==> config.mk <==
export PLATFORM = sky130hd
export DESIGN_NAME = ces_reassembly_buffer_playout
export DESIGN_NICKNAME = d
export VERILOG_FILES = /design/src/hw/ces_fifo.v /design/src/hw/ces_reassembly_buffer_playout.v
export VERILOG_INCLUDE_DIRS = /design/src /design/src/hw
export SDC_FILE = /design/constraint.sdc
export NUM_CORES = 1
export LEC_CHECK = 0
export BUFFER_PORTS_ARGS = -buffer_cell sky130_fd_sc_hd__buf_4
export CAP_MARGIN = 20
export CORE_ASPECT_RATIO = 0.75
export CORE_UTILIZATION = 65
export DETAILED_ROUTE_END_ITERATION = 16
export PLACE_DENSITY_LB_ADDON = 0.25
export SKIP_LAST_GASP = 1
export SYNTH_ARGS = -nofsm -noshare
export SYNTH_HDL_FRONTEND = slang
export SYNTH_SLANG_ARGS = --single-unit
==> constraint.sdc <==
create_clock -name i_core_clk -period 28.4 [get_ports i_core_clk]
set_input_delay 1.42 -clock i_core_clk [delete_from_list [all_inputs] [get_ports i_core_clk]]
set_output_delay 1.42 -clock i_core_clk [all_outputs]
set_load 0.02 [all_outputs]
==> src/hw/ces_regs.vh <==
// Purpose: Constants for the circuit-emulation reassembly buffer and its playout start-up.
// Assumes: One channel per instance; configuration ports are static while the channel is active.
// Notes: Thresholds are the lowest cell filling of each subblock band.
// Behaviour
// - Split each 64-octet block into one-cell subblocks, sized automatically from configuration.
// - AAL0 bands: 33-48 one, 17-32 two, 9-16 four, 4-8 eight cells.
// - AAL1 unstructured bands: 32-47 one, 16-31 two, 8-15 four, 4-7 eight.
// - AAL1 structured bands: 31-47 one, 15-30 two, 7-14 four, 4-6 eight.
// - Physical size is N times 8 blocks times filling times cells per block.
// - Starvation octets of an active channel carry the selected pattern; an inactive channel answers with pattern 0 (ff).
// - Logical size is the limit; a cell exceeding it is an overflow.
// - Unstructured: no cell in buffer means underflow and starvation octets.
// - Unstructured: after first cell send initial count plus one starvation octets.
// - Structured: stay in underflow until the first pointer-format cell is accepted.
// - Structured: then send initial count plus one starvation octets.
// - Structured: discard pointer-many octets, one starvation octet for each.
// - Structured: keep sending starvation until the port start of structure.
// - From port start of structure, play buffered octets with structures aligned.
// - Robust algorithm holds each cell provisionally until the next cell arrives.
// - Fast algorithm commits each accepted cell immediately.
`ifndef CES_REGS_VH
`define CES_REGS_VH
`define BLKS_PER_TS 3
`define A0_THR1 6'd33
`define A0_THR2 6'd17
`define A0_THR3 6'd9
`define A1U_THR1 6'd32
`define A1U_THR2 6'd16
`define A1U_THR3 6'd8
`define A1S_THR1 6'd31
`define A1S_THR2 6'd15
`define A1S_THR3 6'd7
`define STARV_PAT0 8'hff
`define STARV_PAT1 8'h7f
`define STARV_PAT2 8'h00
`define STARV_PAT3 8'hd5
`define FIFO_DEPTH 16
`define FIFO_AW 4
`endif

==> src/hw/ces_fifo.v <==
// Purpose: Small FIFO with valid and ready on both sides and registered read data.
// Assumes: Read data appear in the cycle after the read handshake.
// Notes: Flush empties the FIFO in one cycle.
module ces_fifo #(
  parameter DW = 8,
  parameter DEPTH = 16,
  parameter AW = 4
) (
  input wire i_core_clk,
  input wire i_resetn,
  input wire i_flush,
  input wire i_in_valid,
  input wire [DW-1:0] i_in_data,
  output reg o_in_ready,
  output wire o_out_valid,
  input wire i_out_ready,
  output reg [DW-1:0] o_out_data
);
  localparam integer DEPTH_I = DEPTH;
  localparam integer LAST_I = DEPTH - 1;
  localparam [AW:0] FULL = DEPTH_I[AW:0];
  localparam [AW-1:0] LAST = LAST_I[AW-1:0];
  reg [DW-1:0] mem [0:DEPTH-1];
  reg [AW-1:0] wp_q;
  reg [AW-1:0] rp_q;
  reg [AW:0] cnt_q;
  wire push = i_in_valid & o_in_ready;
  wire pop = i_out_ready & o_out_valid;
  wire [AW:0] cnt_d = cnt_q + {{AW{1'b0}}, push} - {{AW{1'b0}}, pop};
  assign o_out_valid = (cnt_q != {(AW+1){1'b0}});
  // ----------------------------------------
  // Pointers and flags
  // ----------------------------------------
  always @(posedge i_core_clk or negedge i_resetn) begin
    if (!i_resetn) begin
      wp_q <= {AW{1'b0}};
      rp_q <= {AW{1'b0}};
      cnt_q <= {(AW+1){1'b0}};
      o_in_ready <= 1'b1;
      o_out_data <= {DW{1'b0}};
    end else if (i_flush) begin
      wp_q <= {AW{1'b0}};
      rp_q <= {AW{1'b0}};
      cnt_q <= {(AW+1){1'b0}};
      o_in_ready <= 1'b1;
    end else begin
      if (push) begin
        wp_q <= (wp_q == LAST) ? {AW{1'b0}} : wp_q + 1'b1;
      end
      if (pop) begin
        rp_q <= (rp_q == LAST) ? {AW{1'b0}} : rp_q + 1'b1;
        o_out_data <= mem[rp_q];
      end
      cnt_q <= cnt_d;
      o_in_ready <= (cnt_d != FULL);
    end
  end
  // ----------------------------------------
  // Storage
  // ----------------------------------------
  always @(posedge i_core_clk) begin
    if (push) begin
      mem[wp_q] <= i_in_data;
    end
  end
endmodule

==> src/hw/ces_reassembly_buffer_playout.v <==
// Purpose: Reassembly buffer layout, fill accounting and playout start-up for one channel.
// Assumes: Cell octets arrive with start and end marks; framer request pins are asynchronous.
// Notes: Dropping the active input resets the whole channel.
`include "ces_regs.vh"
module ces_reassembly_buffer_playout #(
  parameter DEPTH = `FIFO_DEPTH,
  parameter AW = `FIFO_AW
) (
  input wire i_core_clk,
  input wire i_resetn,
  input wire i_chan_active,
  input wire i_aal1,
  input wire i_sdt,
  input wire i_robust,
  input wire [5:0] i_cell_fill,
  input wire [5:0] i_num_ts,
  input wire [15:0] i_starv_ini,
  input wire [1:0] i_starv_sel,
  input wire [15:0] i_lsize,
  input wire i_cell_valid,
  input wire i_cell_sop,
  input wire i_cell_eop,
  input wire i_cell_pfmt,
  input wire [6:0] i_cell_ptr,
  input wire [7:0] i_cell_data,
  output wire o_cell_ready,
  input wire i_fr_req,
  input wire i_fr_sos,
  output reg o_fr_valid,
  output reg [7:0] o_fr_data,
  output reg o_underflow,
  output reg o_overflow,
  output reg o_wr_en,
  output reg [13:0] o_wr_addr,
  output reg [7:0] o_wr_data,
  output reg [3:0] o_cells_per_block,
  output reg [6:0] o_subblock_size,
  output reg [16:0] o_phys_size,
  output reg [15:0] o_fill_level
);
  localparam [2:0] ST_OFF = 3'd0;
  localparam [2:0] ST_UNDER = 3'd1;
  localparam [2:0] ST_INI = 3'd2;
  localparam [2:0] ST_SKIP = 3'd3;
  localparam [2:0] ST_WSOS = 3'd4;
  localparam [2:0] ST_PLAY = 3'd5;
  reg req_m_q, req_s_q, req_p_q, sos_m_q, sos_s_q;
  reg [5:0] thr1, thr2, thr3;
  reg [3:0] cpb;
  reg [6:0] sub_sz;
  reg [7:0] blk_q;
  reg [2:0] sub_q;
  reg [5:0] off_q;
  reg keep_q, got_p_q;
  reg [6:0] ptr_q;
  reg [15:0] cnt_q, pend_q, len_q;
  reg [15:0] cnt_d, pend_d, len_d, add;
  reg [2:0] st_q, st_d;
  reg [15:0] ini_q, ini_d;
  reg [6:0] skip_q, skip_d;
  reg pop, take, under;
  reg req_d1_q, take_q;
  reg [7:0] pat;
  wire fifo_out_valid;
  wire [7:0] fifo_out_data;
  wire req_pulse = req_s_q & ~req_p_q;
  wire avail = (cnt_q != 16'h0000) & fifo_out_valid;
  wire beat = i_cell_valid & o_cell_ready;
  wire [16:0] fill_new = {1'b0, cnt_q} + {1'b0, pend_q} + {11'h000, i_cell_fill};
  wire ovf_hit = fill_new > {1'b0, i_lsize};
  wire pass_sop = ~ovf_hit & (~i_sdt | got_p_q | i_cell_pfmt);
  wire keep = i_chan_active & (i_cell_sop ? pass_sop : keep_q);
  wire wr = beat & keep;
  wire [7:0] blk_last = {i_num_ts[4:0], 3'b000} - 8'h01;
  wire [13:0] wr_addr_d = {blk_q, 6'h00} + ({11'h000, sub_q} * {7'h00, sub_sz})
    + {8'h00, off_q};
  wire [16:0] phys_d = ({11'h000, i_num_ts} << `BLKS_PER_TS) * {11'h000, i_cell_fill}
    * {13'h0000, cpb};
  // ----------------------------------------
  // Framer request synchronisers
  // ----------------------------------------
  always @(posedge i_core_clk or negedge i_resetn) begin
    if (!i_resetn) begin
      req_m_q <= 1'b0;
      req_s_q <= 1'b0;
      req_p_q <= 1'b0;
      sos_m_q <= 1'b0;
      sos_s_q <= 1'b0;
    end else begin
      req_m_q <= i_fr_req;
      req_s_q <= req_m_q;
      req_p_q <= req_s_q;
      sos_m_q <= i_fr_sos;
      sos_s_q <= sos_m_q;
    end
  end
  // ----------------------------------------
  // Subblock layout
  // ----------------------------------------
  always @* begin
    if (!i_aal1) begin
      thr1 = `A0_THR1;
      thr2 = `A0_THR2;
      thr3 = `A0_THR3;
    end else if (!i_sdt) begin
      thr1 = `A1U_THR1;
      thr2 = `A1U_THR2;
      thr3 = `A1U_THR3;
    end else begin
      thr1 = `A1S_THR1;
      thr2 = `A1S_THR2;
      thr3 = `A1S_THR3;
    end
    if (i_cell_fill >= thr1) begin
      cpb = 4'd1;
      sub_sz = 7'd64;
    end else if (i_cell_fill >= thr2) begin
      cpb = 4'd2;
      sub_sz = 7'd32;
    end else if (i_cell_fill >= thr3) begin
      cpb = 4'd4;
      sub_sz = 7'd16;
    end else begin
      cpb = 4'd8;
      sub_sz = 7'd8;
    end
  end
  // ----------------------------------------
  // Fill accounting
  // ----------------------------------------
  always @* begin
    add = 16'h0000;
    pend_d = pend_q;
    len_d = len_q;
    if (wr) begin
      len_d = i_cell_sop ? 16'h0001 : len_q + 16'h0001;
      if (i_cell_sop && i_robust) begin
        add = pend_q;
        pend_d = 16'h0000;
      end
      if (i_cell_eop) begin
        if (i_robust) begin
          pend_d = len_d;
        end else begin
          add = add + len_d;
        end
        len_d = 16'h0000;
      end
    end
    cnt_d = cnt_q + add - {15'h0000, pop};
  end
  // ----------------------------------------
  // Cell write side
  // ----------------------------------------
  always @(posedge i_core_clk or negedge i_resetn) begin
    if (!i_resetn) begin
      keep_q <= 1'b0;
      got_p_q <= 1'b0;
      ptr_q <= 7'h00;
      cnt_q <= 16'h0000;
      pend_q <= 16'h0000;
      len_q <= 16'h0000;
      blk_q <= 8'h00;
      sub_q <= 3'h0;
      off_q <= 6'h00;
      o_overflow <= 1'b0;
      o_wr_en <= 1'b0;
      o_wr_addr <= 14'h0000;
      o_wr_data <= 8'h00;
      o_cells_per_block <= 4'h1;
      o_subblock_size <= 7'h40;
      o_phys_size <= 17'h00000;
      o_fill_level <= 16'h0000;
    end else begin
      o_cells_per_block <= cpb;
      o_subblock_size <= sub_sz;
      o_phys_size <= phys_d;
      o_overflow <= i_chan_active & beat & i_cell_sop & ovf_hit;
      o_wr_en <= wr;
      o_wr_addr <= wr_addr_d;
      o_wr_data <= i_cell_data;
      // Activation is the channel reset, so the configuration must already be valid.
      if (!i_chan_active) begin
        keep_q <= 1'b0;
        got_p_q <= 1'b0;
        ptr_q <= 7'h00;
        cnt_q <= 16'h0000;
        pend_q <= 16'h0000;
        len_q <= 16'h0000;
        blk_q <= 8'h00;
        sub_q <= 3'h0;
        off_q <= 6'h00;
        o_fill_level <= 16'h0000;
      end else begin
        if (beat && i_cell_sop) begin
          keep_q <= pass_sop;
        end
        if (wr && i_cell_sop && i_sdt && i_cell_pfmt && !got_p_q) begin
          got_p_q <= 1'b1;
          ptr_q <= i_cell_ptr;
        end
        cnt_q <= cnt_d;
        pend_q <= pend_d;
        len_q <= len_d;
        o_fill_level <= cnt_d + pend_d + len_d;
        if (wr) begin
          off_q <= off_q + 6'h01;
          if (i_cell_eop) begin
            off_q <= 6'h00;
            if ({1'b0, sub_q} == cpb - 4'd1) begin
              sub_q <= 3'h0;
              blk_q <= (blk_q == blk_last) ? 8'h00 : blk_q + 8'h01;
            end else begin
              sub_q <= sub_q + 3'h1;
            end
          end
        end
      end
    end
  end
  // ----------------------------------------
  // Playout sequencer
  // ----------------------------------------
  always @* begin
    st_d = st_q;
    ini_d = ini_q;
    skip_d = skip_q;
    pop = 1'b0;
    take = 1'b0;
    under = 1'b0;
    case (st_q)
      ST_OFF: begin
        st_d = ST_UNDER;
      end
      ST_UNDER: begin
        under = req_pulse;
        if (cnt_q != 16'h0000) begin
          st_d = ST_INI;
          ini_d = i_starv_ini;
        end
      end
      ST_INI: begin
        if (req_pulse) begin
          if (ini_q == 16'h0000) begin
            skip_d = ptr_q;
            if (!i_sdt) begin
              st_d = ST_PLAY;
            end else if (ptr_q == 7'h00) begin
              st_d = ST_WSOS;
            end else begin
              st_d = ST_SKIP;
            end
          end else begin
            ini_d = ini_q - 16'h0001;
          end
        end
      end
      ST_SKIP: begin
        if (req_pulse && avail) begin
          pop = 1'b1;
          skip_d = skip_q - 7'h01;
          if (skip_q == 7'h01) begin
            st_d = ST_WSOS;
          end
        end
      end
      ST_WSOS: begin
        if (req_pulse && sos_s_q) begin
          st_d = ST_PLAY;
          pop = avail;
          take = avail;
          under = ~avail;
        end
      end
      ST_PLAY: begin
        if (req_pulse) begin
          pop = avail;
          take = avail;
          under = ~avail;
        end
      end
      default: begin
        st_d = ST_OFF;
      end
    endcase
    if (!i_chan_active) begin
      st_d = ST_OFF;
      pop = 1'b0;
      take = 1'b0;
      under = 1'b0;
    end
  end
  always @* begin
    case (i_chan_active ? i_starv_sel : 2'b00)
      2'b00: pat = `STARV_PAT0;
      2'b01: pat = `STARV_PAT1;
      2'b10: pat = `STARV_PAT2;
      default: pat = `STARV_PAT3;
    endcase
  end
  // The FIFO returns read data one cycle late, so every answer waits one stage.
  always @(posedge i_core_clk or negedge i_resetn) begin
    if (!i_resetn) begin
      st_q <= ST_OFF;
      ini_q <= 16'h0000;
      skip_q <= 7'h00;
      req_d1_q <= 1'b0;
      take_q <= 1'b0;
      o_fr_valid <= 1'b0;
      o_fr_data <= 8'h00;
      o_underflow <= 1'b0;
    end else begin
      st_q <= st_d;
      ini_q <= ini_d;
      skip_q <= skip_d;
      req_d1_q <= req_pulse;
      take_q <= take;
      o_fr_valid <= req_d1_q;
      if (req_d1_q) begin
        o_fr_data <= take_q ? fifo_out_data : pat;
      end
      if (under) begin
        o_underflow <= 1'b1;
      end else if (take || !i_chan_active) begin
        o_underflow <= 1'b0;
      end
    end
  end
  // Robust mode needs a FIFO deeper than one cell, or the held cell can block the writer.
  ces_fifo #(
    .DW(8),
    .DEPTH(DEPTH),
    .AW(AW)
  ) u_fifo (
    .i_core_clk(i_core_clk),
    .i_resetn(i_resetn),
    .i_flush(~i_chan_active),
    .i_in_valid(i_cell_valid & keep),
    .i_in_data(i_cell_data),
    .o_in_ready(o_cell_ready),
    .o_out_valid(fifo_out_valid),
    .i_out_ready(pop),
    .o_out_data(fifo_out_data)
  );
endmodule

==> metrics <==
RSZ-0062 raised after global routing=no; TritonCTS clock tree=built; IO buf count=145; CP max stage cell=fa_1; chip height=between 150 and 200 um; commonest non-fill, non-tap cell in the layout=dfrtp_1; most common flop cell mapped by yosys=dfrtp_1; LEAKAGE=10.7 nW; Slew @ Worst Pin=1.03 ns; hpwl dp=~35000 um; DRT Wirelength=about 49000 um; Worst Setup Start Kind=input pin; via/cell ratio=6.09; fillers=2186; GR peak layer=met2; total CTS buffers=34; Combinational Power Share=about 40%; Starting Density=between 60% and 70%; worst skew pair latency=between 0.5 and 0.6 ns; most frequent cells in the layout=dfrtp_1, inv_1, ha_1; top cell type's share of synthesized area=a little under a quarter; Switching Share=a little under two fifths; ANT cells=0; P_sw=between 0.6 and 0.7 mW; Vias=between 15000 and 20000; area of the multi-input gates=10800 sq um; register bit total from synthesis=325; Reg area=8780 sq um; Crit path largest cell delay=0.49 ns; crit-path most repeated cell=a21oi_1; starting DRC count in detailed routing=between 1500 and 2000; Tmin final=approximately 11 ns; # Post-CTS Setup Buffers=0; Max-Slew Margin vs Limit=between 30% and 40%; asr flop ratio synth=between 60% and 70%; FMAX=94.3 MHz; CP max FO=40; area grow syn2layout=12.1%; setup violators final=0; initial antenna violation count=0; Tightest Hold Check Type=reg -> reg; Slew Viols, Final=0; Final Cycle Share=37.3%; final setup TNS=0 ns; global-route wire length before repair=between 70000 and 80000 um; Mapped Cells=1950; vias in the first global route=14700; Final Net Count=between 2000 and 2500; Synth Area per Inst=approximately 11 sq um; GRT Util Overall=between 30% and 40%; # DRC=0; Longest Clk Path Bufs=3; placed insts=about 2400; Antenna Nets Post-Route=0; met1 usage=46.2%; Finished Layout Cells=roughly 2500; number of gates resized after cts=0; CTS root buf=clkbuf_16; Post-synth EDFFs=128; Synth area leader=dfrtp_1; Yosys warning total=0; top cells by area, synth=dfrtp_1, edfxtp_1, ha_1; CP Class=in -> reg; TritonCTS Sinks=about 330; power share of the sequential group=between 30 and 40%; Avg WL per Cell=between 15 and 20 um; Clock power frac=26.2%; full die area=between 30000 and 40000 sq um; Hold Buf Count CTS=0; Max-Cap Viols=0; Clk pin slew, worst setup/hold paths=~0.060 ns; Int Pwr=1.09 mW; H-tree depth=2; I/O Pins=152; Fin Clk Skew=around 0.017 ns; Peak VDD IR=0.0594 mV; gp weighted congestion=0.916; Die X=between 200 and 250 um; M2 GR Usage=47.4%; status=finished, final reports clean; Distinct cells, synth=70; Top delay family on crit path=compound AO/OA/AOI/OAI gates; Mapped Area=20600 sq um; Site Rows=56; critical path data required time=about 29 ns; Critical Path AT=about 11 ns; Pwr Density=between 70 and 80 nW/um^2; met3 GRT Util=about 6%; register area share after synthesis=approximately 43%; crit end category=flop; gr ovfl total=0; largest net degree at the start of global routing=96; first drt pass iteration count=5; final hold violations=0; fraction of layout cells with a size suffix above 1=about an eighth; Bufs and invs on worst path=4; Core Box Area=approximately 31000 sq um
flip-flops by register name (all words and copies together), names as in the netlist, 3 cells and up:
| name | flops |
|---|---|
| u_fifo.o_out_data | 8 |
| ini_q | 16 |
| o_fill_level | 16 |
| u_fifo.wp_q | 4 |
| u_fifo.cnt_q | 5 |
| sub_q | 3 |
| skip_q | 7 |
| len_q | 16 |
| o_cells_per_block | 3 |
| o_wr_addr | 14 |
| cnt_q | 16 |
| off_q | 6 |
| ptr_q | 7 |
| pend_q | 16 |
| o_wr_data | 8 |
| blk_q | 8 |
| st_q | 3 |
| o_fr_data | 8 |
| u_fifo.rp_q | 4 |
| u_fifo.mem | 128 |
| o_phys_size | 14 |
area by class of cell:
| type | count | area share [%] |
|---|---|---|
| Timing Repair Buffer | 159 | 5.23 |
| Inverter | 181 | 2.94 |
| Clock buffer | 47 | 4.07 |
| Clock inverter | 15 | 0.791 |
| Tap cell | 406 | 2.20 |
| Multi-Input combinational cell | 1360 | 46.8 |
| Sequential cell | 325 | 38.0 |
routing by layer:
metal	vias to the layer above	wire (um)
met5	-	0
met4	0	1020
met1	7439	21700
met3	74	4450
li1	7029	-
met2	643	22200
through the flow:
| step | utilization [%] | setup slack (ns) | area, sq um | hold WS, ns | total power, mW |
|---|---|---|---|---|---|
| after floorplan | - | 18.28 | 20600 | 0.331 | 1.09 |
| after global placement | 70.2 | 17.80 | 21900 | 0.338 | 1.24 |
| after detailed placement | 70.2 | 17.44 | 21900 | 0.339 | 1.27 |
| after CTS | 73.8 | 17.91 | 23100 | 0.354 | 1.73 |
| after global routing | 73.9 | 17.14 | 23100 | 0.365 | 1.84 |
| final | 73.9 | 17.80 | 23100 | 0.355 | 1.73 |
path summary, 6_finish.rpt:
path	startpoint	endpoint	slack [ns]	depth (start not counted)
min in group asynchronous	i_resetn	o_phys_size[5]	0.94	1
worst max-delay path	i_cell_fill[1]	o_fill_level[15]	17.80	46
worst min register to register	req_m_q	req_s_q	0.36	0
worst min-delay path	req_m_q	req_s_q	0.36	0
worst max register to register	cnt_q[1]	o_fill_level[15]	18.30	45
max in group asynchronous	i_resetn	u_fifo.rp_q[0]	26.10	2
logic make-up after synthesis:
| kind of cell | count (synthesis) | share of synthesized area [%] |
|---|---|---|
| muxes | 53 | 5.05 |
| other | 1 | 0.0182 |
| DFF | 325 | 42.6 |
| AOI/OAI and AO/OA | 372 | 11.6 |
| buffers and inverters | 270 | 5.11 |
| and+or+nand+nor | 583 | 13.8 |
| xor gates and xnor gates | 102 | 4.47 |
| adders and majority gates | 244 | 17.4 |
power groups by stage:
stage                     registers [mW]  logic (mW)  clock network [mW]
after floorplan                    0.609       0.476                   0
after global placement             0.602       0.640                   0
after detailed placement           0.604       0.662                   0
after CTS                          0.596       0.674               0.461
after global routing               0.603       0.760               0.479
final                              0.597       0.681               0.453
synthesized netlist by cell type (all sizes together), types with 10 or more instances:
library cell and number:
a21o 25, a21oi 112, a22o 12, a22oi 10, and2 83, and3 34, buf 22, clkbuf 67
dfrtp 195, edfxtp 128, fa 70, ha 174, inv 180, mux4 40, nand2 148, nand2b 24
nand3 42, nor2 150, nor2b 15, nor3 35, nor4 13, o21ai 93, o21bai 20, o31ai 16
o41ai 13, or3 11, xnor2 60, xor2 40
No activity file was read; power rests on OpenSTA's default activity.
